### config.mk
export PLATFORM = sky130hd
export DESIGN_NAME = vcmc_top
export DESIGN_NICKNAME = d
export VERILOG_FILES = /design/src/design/vcmc_i2c_writer.v /design/src/design/vcmc_top.v
export VERILOG_INCLUDE_DIRS = /design/src /design/src/design
export SDC_FILE = /design/constraint.sdc
export NUM_CORES = 1
export LEC_CHECK = 0
export BUFFER_PORTS_ARGS = -buffer_cell sky130_fd_sc_hd__buf_2
export CORE_ASPECT_RATIO = 1.5
export CORE_MARGIN = 3
export CORE_UTILIZATION = 50
export DETAILED_ROUTE_END_ITERATION = 10
export GPL_ROUTABILITY_DRIVEN = 0
export GPL_TIMING_DRIVEN = 1
export PLACE_DENSITY_LB_ADDON = 0.08
export RECOVER_POWER = 25
export SYNTH_ARGS = -nofsm -noshare
export SYNTH_HDL_FRONTEND = slang
export SYNTH_SLANG_ARGS = --single-unit
### constraint.sdc
create_clock -name core_clk_i -period 2.4 [get_ports core_clk_i]
set_input_delay 0.36 -clock core_clk_i [delete_from_list [all_inputs] [get_ports core_clk_i]]
set_output_delay 0.36 -clock core_clk_i [all_outputs]
set_load 0.05 [all_outputs]
### src/design/vcmc_defs.vh
// Constants for the vocoder codec mode control block
`ifndef VCMC_DEFS_VH
`define VCMC_DEFS_VH
`define VCMC_ID_SETUP 8'h38
`define VCMC_ID_ENTRY 8'h2A
`define VCMC_ID_EXIT 8'h2B
`define VCMC_ID_CHANFMT 8'h15
`define VCMC_ID_SPCHFMT 8'h16
`define VCMC_MAX_REGS 4'hA
`define VCMC_ENTRY_SEL_BIT 2
`define VCMC_ENTRY_PASS_BIT 1
`define VCMC_ENTRY_SKEW_BIT 0
`define VCMC_CTRL_LO 1
`define VCMC_CNT_HI 5
`define VCMC_CNT_LO 4
`define VCMC_SP_CNT_HI 3
`define VCMC_SP_CNT_LO 2
`define VCMC_NOMINAL_SAMPLES 8'hA0
`define VCMC_FRAME_MS 20
`define VCMC_CLK_HZ 10000000
`define VCMC_FRAME_CYCLES (`VCMC_FRAME_MS * (`VCMC_CLK_HZ / 1000))
`define VCMC_I2C_DIV 50
`endif

### src/design/vcmc_i2c_writer.v
// I2C register write engine for the codec setup list
`timescale 1ns/10ps
`include "vcmc_defs.vh"
module vcmc_i2c_writer #(
    parameter DIV = `VCMC_I2C_DIV,
    parameter [6:0] DEV_ADDR = 7'h1A
) (
    // Clock and reset
    input wire core_clk_i,
    input wire rst_n_i,
    // Request
    input wire start_i,
    input wire [7:0] reg_i,
    input wire [7:0] data_i,
    output wire busy_o,
    output reg done_o,
    // I2C pins
    input wire scl_i,
    output wire scl_o,
    output reg scl_oe_o,
    input wire sda_i,
    output wire sda_o,
    output reg sda_oe_o
);
    localparam ST_IDLE = 4'b0001;
    localparam ST_START = 4'b0010;
    localparam ST_BITS = 4'b0100;
    localparam ST_STOP = 4'b1000;

    reg [3:0] state;
    reg [15:0] div_cnt;
    reg [1:0] phase;
    reg [4:0] bit_idx;
    reg [26:0] shreg;
    wire tick;

    assign tick = (div_cnt == DIV[15:0] - 16'h0001);
    assign busy_o = (state != ST_IDLE);
    // Open drain: only ever pull low
    assign scl_o = 1'b0;
    assign sda_o = 1'b0;

    // Three bytes with an ack slot after each (slave ack not checked)
    always @(posedge core_clk_i) begin
        done_o <= 1'b0;
        if (!rst_n_i) begin
            state <= ST_IDLE;
            div_cnt <= 16'h0000;
            phase <= 2'h0;
            bit_idx <= 5'h00;
            shreg <= 27'h0000000;
            scl_oe_o <= 1'b0;
            sda_oe_o <= 1'b0;
        end else begin
            div_cnt <= (tick || state == ST_IDLE) ? 16'h0000 : div_cnt + 16'h0001;
            case (state)
                ST_IDLE: begin
                    scl_oe_o <= 1'b0;
                    sda_oe_o <= 1'b0;
                    if (start_i) begin
                        shreg <= {DEV_ADDR, 1'b0, 1'b1, reg_i, 1'b1, data_i, 1'b1};
                        state <= ST_START;
                        phase <= 2'h0;
                    end
                end
                ST_START: if (tick) begin
                    sda_oe_o <= 1'b1;
                    phase <= phase + 2'h1;
                    if (phase == 2'h1) begin
                        scl_oe_o <= 1'b1;
                        bit_idx <= 5'h00;
                        phase <= 2'h0;
                        state <= ST_BITS;
                    end
                end
                ST_BITS: if (tick) begin
                    phase <= phase + 2'h1;
                    case (phase)
                        2'h0: sda_oe_o <= ~shreg[26];
                        2'h1: scl_oe_o <= 1'b0;
                        2'h2: scl_oe_o <= 1'b0;
                        default: begin
                            scl_oe_o <= 1'b1;
                            shreg <= {shreg[25:0], 1'b1};
                            if (bit_idx == 5'h1A) begin
                                state <= ST_STOP;
                                phase <= 2'h0;
                            end else begin
                                bit_idx <= bit_idx + 5'h01;
                            end
                        end
                    endcase
                end
                ST_STOP: if (tick) begin
                    phase <= phase + 2'h1;
                    // Data pulled low a tick after clock, never on the same edge
                    if (phase == 2'h0) begin
                        sda_oe_o <= 1'b1;
                    end else if (phase == 2'h1) begin
                        scl_oe_o <= 1'b0;
                    end else begin
                        sda_oe_o <= 1'b0;
                        state <= ST_IDLE;
                        done_o <= 1'b1;
                    end
                end
                default: state <= ST_IDLE;
            endcase
        end
    end
endmodule

### src/design/vcmc_top.v
// Codec mode command interpreter: field parsing, mode control and responses
`timescale 1ns/10ps
`include "vcmc_defs.vh"
module vcmc_top #(
    parameter FRAME_CYCLES = `VCMC_FRAME_CYCLES,
    parameter MAX_REGS = 10
) (
    // Clock and reset
    input wire core_clk_i,
    input wire rst_n_i,
    // Command field byte stream from host
    input wire cmd_valid_i,
    input wire cmd_first_i,
    input wire [7:0] cmd_data_i,
    output wire cmd_ready_o,
    // Response byte stream to host
    output reg rsp_valid_o,
    output reg rsp_last_o,
    output reg [7:0] rsp_data_o,
    input wire rsp_ready_i,
    // Codec control
    output reg codec_reset_o,
    output reg codec_mode_o,
    output reg sample_sel_o,
    output reg pass_thru_o,
    output reg skew_ctrl_o,
    // Channel packet trigger for the encoder path
    output reg chan_pkt_o,
    output reg [15:0] chan_fmt_o,
    output reg [15:0] spch_fmt_o,
    // Per-frame inclusion decisions
    input wire frame_i,
    input wire [7:0] frame_samples_i,
    input wire ctrl_changed_i,
    input wire spch_frame_i,
    input wire [7:0] spch_samples_i,
    input wire dec_changed_i,
    output reg chan_incl_ctrl_o,
    output reg chan_incl_cnt_o,
    output reg spch_incl_ctrl_o,
    output reg spch_incl_cnt_o,
    // I2C pins
    input wire scl_i,
    output wire scl_o,
    output wire scl_oe_o,
    input wire sda_i,
    output wire sda_o,
    output wire sda_oe_o
);
    localparam P_IDLE = 6'b000001;
    localparam P_SETUP_N = 6'b000010;
    localparam P_SETUP_D = 6'b000100;
    localparam P_ENTRY = 6'b001000;
    localparam P_FMT_HI = 6'b010000;
    localparam P_FMT_LO = 6'b100000;

    localparam A_IDLE = 4'b0001;
    localparam A_WRITE = 4'b0010;
    localparam A_WAIT = 4'b0100;
    localparam A_RSP = 4'b1000;

    reg [5:0] pstate;
    reg [3:0] astate;
    reg [7:0] regs [0:2*MAX_REGS-1];
    reg [4:0] wr_idx;
    reg [3:0] reg_count;
    reg [3:0] send_idx;
    reg [7:0] fmt_id;
    reg [7:0] fmt_hi;
    reg [31:0] frame_cnt;
    reg [7:0] last_chan_cnt;
    reg [7:0] last_spch_cnt;
    reg wr_start;
    // Pending response: id, whether a data byte follows
    reg rsp_pend;
    reg [7:0] rsp_id;
    reg rsp_has_data;
    reg rsp_second;
    wire wr_busy;
    wire wr_done;
    integer i;

    // Count inclusion code: never, always, changed, not nominal
    function cnt_incl;
        input [1:0] code;
        input [7:0] cur;
        input [7:0] last;
        begin
            case (code)
                2'b00: cnt_incl = 1'b0;
                2'b01: cnt_incl = 1'b1;
                2'b10: cnt_incl = (cur != last);
                default: cnt_incl = (cur != `VCMC_NOMINAL_SAMPLES);
            endcase
        end
    endfunction

    // Control word inclusion code; reserved 11 treated as never
    function ctrl_incl;
        input [1:0] code;
        input changed;
        begin
            case (code)
                2'b01: ctrl_incl = 1'b1;
                2'b10: ctrl_incl = changed;
                default: ctrl_incl = 1'b0;
            endcase
        end
    endfunction

    // Stall commands while a response is waiting or codec setup runs
    assign cmd_ready_o = !rsp_pend && (astate == A_IDLE);

    // --------------------------------------------------------------
    // Field parser
    // --------------------------------------------------------------
    always @(posedge core_clk_i) begin
        if (!rst_n_i) begin
            pstate <= P_IDLE;
            wr_idx <= 5'h00;
            reg_count <= 4'h0;
            fmt_id <= 8'h00;
            fmt_hi <= 8'h00;
            chan_fmt_o <= 16'h0000;
            spch_fmt_o <= 16'h0000;
            for (i = 0; i < 2*MAX_REGS; i = i + 1) begin
                regs[i] <= 8'h00;
            end
        end else if (cmd_valid_i && cmd_ready_o) begin
            if (cmd_first_i) begin
                pstate <= P_IDLE;
            end
            case (cmd_first_i ? P_IDLE : pstate)
                P_IDLE: begin
                    if (cmd_data_i == `VCMC_ID_SETUP) begin
                        pstate <= P_SETUP_N;
                    end else if (cmd_data_i == `VCMC_ID_ENTRY) begin
                        pstate <= P_ENTRY;
                    end else if (cmd_data_i == `VCMC_ID_CHANFMT ||
                                 cmd_data_i == `VCMC_ID_SPCHFMT) begin
                        fmt_id <= cmd_data_i;
                        pstate <= P_FMT_HI;
                    end
                end
                P_SETUP_N: begin
                    // Count above ten is clipped to the storage depth
                    reg_count <= (cmd_data_i[7:4] != 4'h0 ||
                                  cmd_data_i[3:0] > `VCMC_MAX_REGS) ?
                                 `VCMC_MAX_REGS : cmd_data_i[3:0];
                    wr_idx <= 5'h00;
                    pstate <= (cmd_data_i == 8'h00) ? P_IDLE : P_SETUP_D;
                end
                P_SETUP_D: begin
                    regs[wr_idx] <= cmd_data_i;
                    wr_idx <= wr_idx + 5'h01;
                    if (wr_idx == {reg_count, 1'b0} - 5'h01) begin
                        pstate <= P_IDLE;
                    end
                end
                P_ENTRY: pstate <= P_IDLE;
                P_FMT_HI: begin
                    fmt_hi <= cmd_data_i;
                    pstate <= P_FMT_LO;
                end
                P_FMT_LO: begin
                    if (fmt_id == `VCMC_ID_CHANFMT) begin
                        chan_fmt_o <= {fmt_hi, cmd_data_i};
                    end else begin
                        spch_fmt_o <= {fmt_hi, cmd_data_i};
                    end
                    pstate <= P_IDLE;
                end
                default: pstate <= P_IDLE;
            endcase
        end
    end

    wire take;
    wire entry_byte;
    wire exit_cmd;
    wire setup_end;
    wire fmt_end;
    assign take = cmd_valid_i && cmd_ready_o;
    assign entry_byte = take && !cmd_first_i && pstate == P_ENTRY;
    assign exit_cmd = take && (cmd_first_i || pstate == P_IDLE) &&
                      cmd_data_i == `VCMC_ID_EXIT;
    assign setup_end = take && !cmd_first_i &&
                       ((pstate == P_SETUP_N && cmd_data_i == 8'h00) ||
                        (pstate == P_SETUP_D && wr_idx == {reg_count, 1'b0} - 5'h01));
    assign fmt_end = take && !cmd_first_i && pstate == P_FMT_LO;

    // --------------------------------------------------------------
    // Codec mode control and setup delivery
    // --------------------------------------------------------------
    always @(posedge core_clk_i) begin
        wr_start <= 1'b0;
        if (!rst_n_i) begin
            astate <= A_IDLE;
            codec_reset_o <= 1'b0;
            codec_mode_o <= 1'b0;
            sample_sel_o <= 1'b0;
            pass_thru_o <= 1'b0;
            skew_ctrl_o <= 1'b0;
            send_idx <= 4'h0;
        end else begin
            if (exit_cmd) begin
                codec_mode_o <= 1'b0;
                codec_reset_o <= 1'b0;
            end
            case (astate)
                A_IDLE: if (entry_byte) begin
                    codec_reset_o <= 1'b1;
                    sample_sel_o <= cmd_data_i[`VCMC_ENTRY_SEL_BIT];
                    pass_thru_o <= cmd_data_i[`VCMC_ENTRY_PASS_BIT];
                    skew_ctrl_o <= cmd_data_i[`VCMC_ENTRY_SKEW_BIT];
                    send_idx <= 4'h0;
                    astate <= A_WRITE;
                end
                A_WRITE: begin
                    if (send_idx == reg_count) begin
                        astate <= A_RSP;
                    end else begin
                        wr_start <= 1'b1;
                        astate <= A_WAIT;
                    end
                end
                A_WAIT: if (wr_done) begin
                    send_idx <= send_idx + 4'h1;
                    astate <= A_WRITE;
                end
                A_RSP: begin
                    // Channel packets start once setup is through
                    codec_mode_o <= 1'b1;
                    astate <= A_IDLE;
                end
                default: astate <= A_IDLE;
            endcase
        end
    end

    vcmc_i2c_writer u_i2c (
        .core_clk_i(core_clk_i),
        .rst_n_i(rst_n_i),
        .start_i(wr_start),
        .reg_i(regs[{send_idx, 1'b0}]),
        .data_i(regs[{send_idx, 1'b1}]),
        .busy_o(wr_busy),
        .done_o(wr_done),
        .scl_i(scl_i),
        .scl_o(scl_o),
        .scl_oe_o(scl_oe_o),
        .sda_i(sda_i),
        .sda_o(sda_o),
        .sda_oe_o(sda_oe_o)
    );

    // --------------------------------------------------------------
    // Response generation
    // --------------------------------------------------------------
    always @(posedge core_clk_i) begin
        if (!rst_n_i) begin
            rsp_pend <= 1'b0;
            rsp_id <= 8'h00;
            rsp_has_data <= 1'b0;
            rsp_second <= 1'b0;
            rsp_valid_o <= 1'b0;
            rsp_last_o <= 1'b0;
            rsp_data_o <= 8'h00;
        end else if (rsp_pend) begin
            if (!rsp_valid_o || rsp_ready_i) begin
                if (rsp_valid_o && rsp_last_o) begin
                    rsp_pend <= 1'b0;
                    rsp_valid_o <= 1'b0;
                    rsp_last_o <= 1'b0;
                end else if (rsp_valid_o) begin
                    rsp_data_o <= 8'h00;
                    rsp_last_o <= 1'b1;
                    rsp_second <= 1'b1;
                end else begin
                    rsp_valid_o <= 1'b1;
                    rsp_data_o <= rsp_id;
                    rsp_last_o <= !rsp_has_data;
                    rsp_second <= 1'b0;
                end
            end
        end else begin
            if (astate == A_RSP) begin
                rsp_pend <= 1'b1;
                rsp_id <= `VCMC_ID_ENTRY;
                rsp_has_data <= 1'b0;
            end else if (setup_end) begin
                rsp_pend <= 1'b1;
                rsp_id <= `VCMC_ID_SETUP;
                rsp_has_data <= 1'b0;
            end else if (exit_cmd) begin
                rsp_pend <= 1'b1;
                rsp_id <= `VCMC_ID_EXIT;
                rsp_has_data <= 1'b0;
            end else if (fmt_end) begin
                rsp_pend <= 1'b1;
                rsp_id <= fmt_id;
                rsp_has_data <= (fmt_id == `VCMC_ID_CHANFMT);
            end
        end
    end

    // --------------------------------------------------------------
    // Frame timer and inclusion decisions
    // --------------------------------------------------------------
    always @(posedge core_clk_i) begin
        chan_pkt_o <= 1'b0;
        if (!rst_n_i) begin
            frame_cnt <= 32'h00000000;
            last_chan_cnt <= `VCMC_NOMINAL_SAMPLES;
            last_spch_cnt <= `VCMC_NOMINAL_SAMPLES;
            chan_incl_ctrl_o <= 1'b0;
            chan_incl_cnt_o <= 1'b0;
            spch_incl_ctrl_o <= 1'b0;
            spch_incl_cnt_o <= 1'b0;
        end else begin
            if (!codec_mode_o || exit_cmd) begin
                frame_cnt <= 32'h00000000;
            end else if (frame_cnt == FRAME_CYCLES - 1) begin
                frame_cnt <= 32'h00000000;
                chan_pkt_o <= 1'b1;
            end else begin
                frame_cnt <= frame_cnt + 32'h00000001;
            end
            if (frame_i) begin
                chan_incl_ctrl_o <= ctrl_incl(chan_fmt_o[`VCMC_CTRL_LO:0],
                                              ctrl_changed_i);
                chan_incl_cnt_o <= cnt_incl(chan_fmt_o[`VCMC_CNT_HI:`VCMC_CNT_LO],
                                            frame_samples_i, last_chan_cnt);
                last_chan_cnt <= frame_samples_i;
            end
            if (spch_frame_i) begin
                spch_incl_ctrl_o <= ctrl_incl(spch_fmt_o[`VCMC_CTRL_LO:0],
                                              dec_changed_i);
                spch_incl_cnt_o <= cnt_incl(spch_fmt_o[`VCMC_SP_CNT_HI:`VCMC_SP_CNT_LO],
                                            spch_samples_i, last_spch_cnt);
                last_spch_cnt <= spch_samples_i;
            end
        end
    end
endmodule

==> metrics.yaml <==
required_ps: 2830
synth_edf_count: 256
status: "complete, but fails checks"
wl_mm: 47.9
nets: 1982
finalCritPeriodShare_pct: 93.7
ir_worst_vdd_uv: 613
synthSimpleGateAreaFrac_pct: 18.0
use_met1_pct: 27.5
rows: 90
cp.arrival_ps: 2680
grt_util_met3_pct: 2.83
rsz0062_at_grt: "false"
antenna_found_initial: 0
syn_inst: 1780
cts_hold_buf: 0
clockRootBuffer: "clkbuf_16"
final_core_util_pct: 58.7
vias: 13800
worstReg2RegEnd: "u_i2c.shreg[7]"
die_w_um: 172
cts_made_buffers: 46
slew_violations: 103
overflow: 0
worst-setup-path-type: "reg -> reg"
cts.sinks: 467
yosys_warnings: 0
tightest_slew_ps: 1820
synth-compound-area-share_pct: 7.15
max-cap-violations: 3
clk_pin_slew_ps: 70
r2r_slack_ps: 150
io_buffers: 87
synth_xor_area_share_pct: 2.96
routedWlPerCell_um: 19.4
final-hold-violation-count: 0
syn_area_mm2: 0.0207
tns_ps: 0
min_to: "last_chan_cnt[7]"
fin_skew_ps: 20.7
htreeDepth: 2
setup_viol: 0
clock_path_buffers: 3
synth_most_common_cell: "edfxtp_1"
yosys.area.top_type: "edfxtp_1"
clk_latency_ps: 570
top_usage_layer: "met2"
start_util_pct: 51.1
crit_fanout: 14
grt_pass1_vias: 13800
hpwl_mm: 33.4
die_y_um: 255
yosys.area.top_type_share_pct: 37.1
grt_use_met2_pct: 39.1
ys.flop_type: "edfxtp_1"
preCtsSetupSlack_ps: -10.4
ant_nets: 0
grt_pass1_wl_mm: 76.2
violations: "max-capacitance violations, max-slew violations"
worst-r2r-cell-count: 5
ios: 92
syn_area_per_cell_um2: 11.6
drc: 0
cts_tree: "done"
finalCriticalPeriod_ps: 2250
worstHoldStart: "frame_samples_i[7]"
seq_area_frac_synth_pct: 57.5
antenna_cells: 0
layout_setup_ws_ps: 151
drive_gt1_share_pct: 17.0
area_delta_synth_final_pct: 14.7
max_slew_margin_pct: -21.2
synthDistinctLibCells: 79
track_usage_pct: 21.9
synth-async-reset-ratio_pct: 0
ys_ff_latch: 467
power_density_mw_per_mm2: 731
firstDrtPassIters: 6
avgViaCountPerCell: 5.60
whs_path_depth: 3
hold_path_class: "in -> reg"
leakagePower_uw: 0.00814
muxShareOfSynthArea_pct: 10.3
dieArea_mm2: 0.0440
grt_max_degree: 61
synth_top_family_by_area: "simple AND/OR/NAND/NOR gates"
cp-end-kind: "register"
synth_commonest_cells: "256 x edfxtp_1, 211 x dfxtp_1, 192 x nor2_1"
yosys.area_share.adder_pct: 1.15
clock.fmax_mhz: 445
drtIter0Drc: 719
synth_area_leaders: "edfxtp_1 37%, dfxtp_1 20%, mux4_2 7.0%, and2_1 4.9%, nor2_1 3.5%"
core_area_mm2: 0.0405
start_kind: "register"
## cells in the final DEF (no fill, tap or decap), types with 50 or more instances in the layout
| cell type | count |
|---|---|
| a21oi_1 | 92 |
| and2_1 | 163 |
| buf_4 | 98 |
| clkbuf_1 | 89 |
| clkbuf_16 | 50 |
| dfxtp_1 | 208 |
| edfxtp_1 | 256 |
| mux2i_1 | 51 |
| mux4_2 | 64 |
| nand2_1 | 132 |
| nor2_1 | 190 |
## power breakdown
| part | switching, uW | internal, uW |
|---|---|---|
| Combinational | 616 | 390 |
| Sequential | 159 | 8730 |
| Clock | 3040 | 4450 |
| Total | 3820 | 13600 |
## critical path, cell delays in order (launching register included)
cell and delay, ps:
dfxtp_4 570, buf_4 270, mux4_2 530, mux2_2 310
a221oi_1 300, a21oi_1 110
## sequential cells by signal, indices dropped and copies added, names as in the netlist, 2 cells and up, named ones only
signal         cells
wr_idx             5
chan_fmt_o        16
astate             4
last_chan_cnt      8
rsp_data_o         8
u_i2c.bit_idx      5
u_i2c.phase        2
reg_count          4
rsp_id             8
frame_cnt         32
u_i2c.shreg       27
fmt_hi             8
send_idx           4
regs             256
spch_fmt_o        16
pstate             6
fmt_id             8
last_spch_cnt      8
u_i2c.state        4
u_i2c.div_cnt     16
## worst max path at each step
stage	startpoint	end	slack [ps]	cells past startpoint
after CTS	pstate[5]	regs[19][0]	30	6
after global placement	cmd_first_i	regs[19][2]	-30	7
final	register	u_i2c.shreg[7]	150	5
after global routing	u_i2c.phase[1]	u_i2c.state[0]	10	8
after floorplan	pstate[5]	regs[11][0]	-220	7
after detailed placement	cmd_first_i	regs[19][6]	-10	7
## timing repair
action,CTS,global route
setup endpoints to repair,0,80
resized for setup,0,4
setup buffers,0,0
## metrics by stage
stage | power [uW] | std cells | hold WS (ps) | area, um^2
4_1_cts | 17600 | 2472 | 7.82 | 23900
3_3_place_gp | 10000 | 2386 | 437 | 22300
6_report | 17400 | 2472 | 44.9 | 23800
5_1_grt | 18000 | 2472 | 43.3 | 23800
3_5_place_dp | 10100 | 2386 | 441 | 22300
2_1_floorplan | 9680 | 1781 | 434 | 20700
## area by class of cell
cell class | count | area, um^2
Timing Repair Buffer | 208 | 1260
Clock buffer | 68 | 1380
Clock inverter | 18 | 214
Sequential cell | 467 | 11900
Multi-Input combinational cell | 1168 | 8230
Inverter | 37 | 140
Fill cell | 3433 | 16800
Tap cell | 506 | 633
## logic make-up after synthesis
kind of cell,count (synthesis)
buffers and inverters,146
multiplexers,132
XOR/XNOR,70
AND/OR/NAND/NOR,705
adder cells (fa/ha/maj),19
other,1
AO/OA/AOI/OAI,240
flip-flops,467
## per-layer routing
metal  up-vias  share of wire (%)
met3        81                3.9
met1      6736                 40
met5         -                  0
met4         0                3.2
li1       6713                  -
met2       317                 53
No activity file was read; power rests on OpenSTA's default activity.
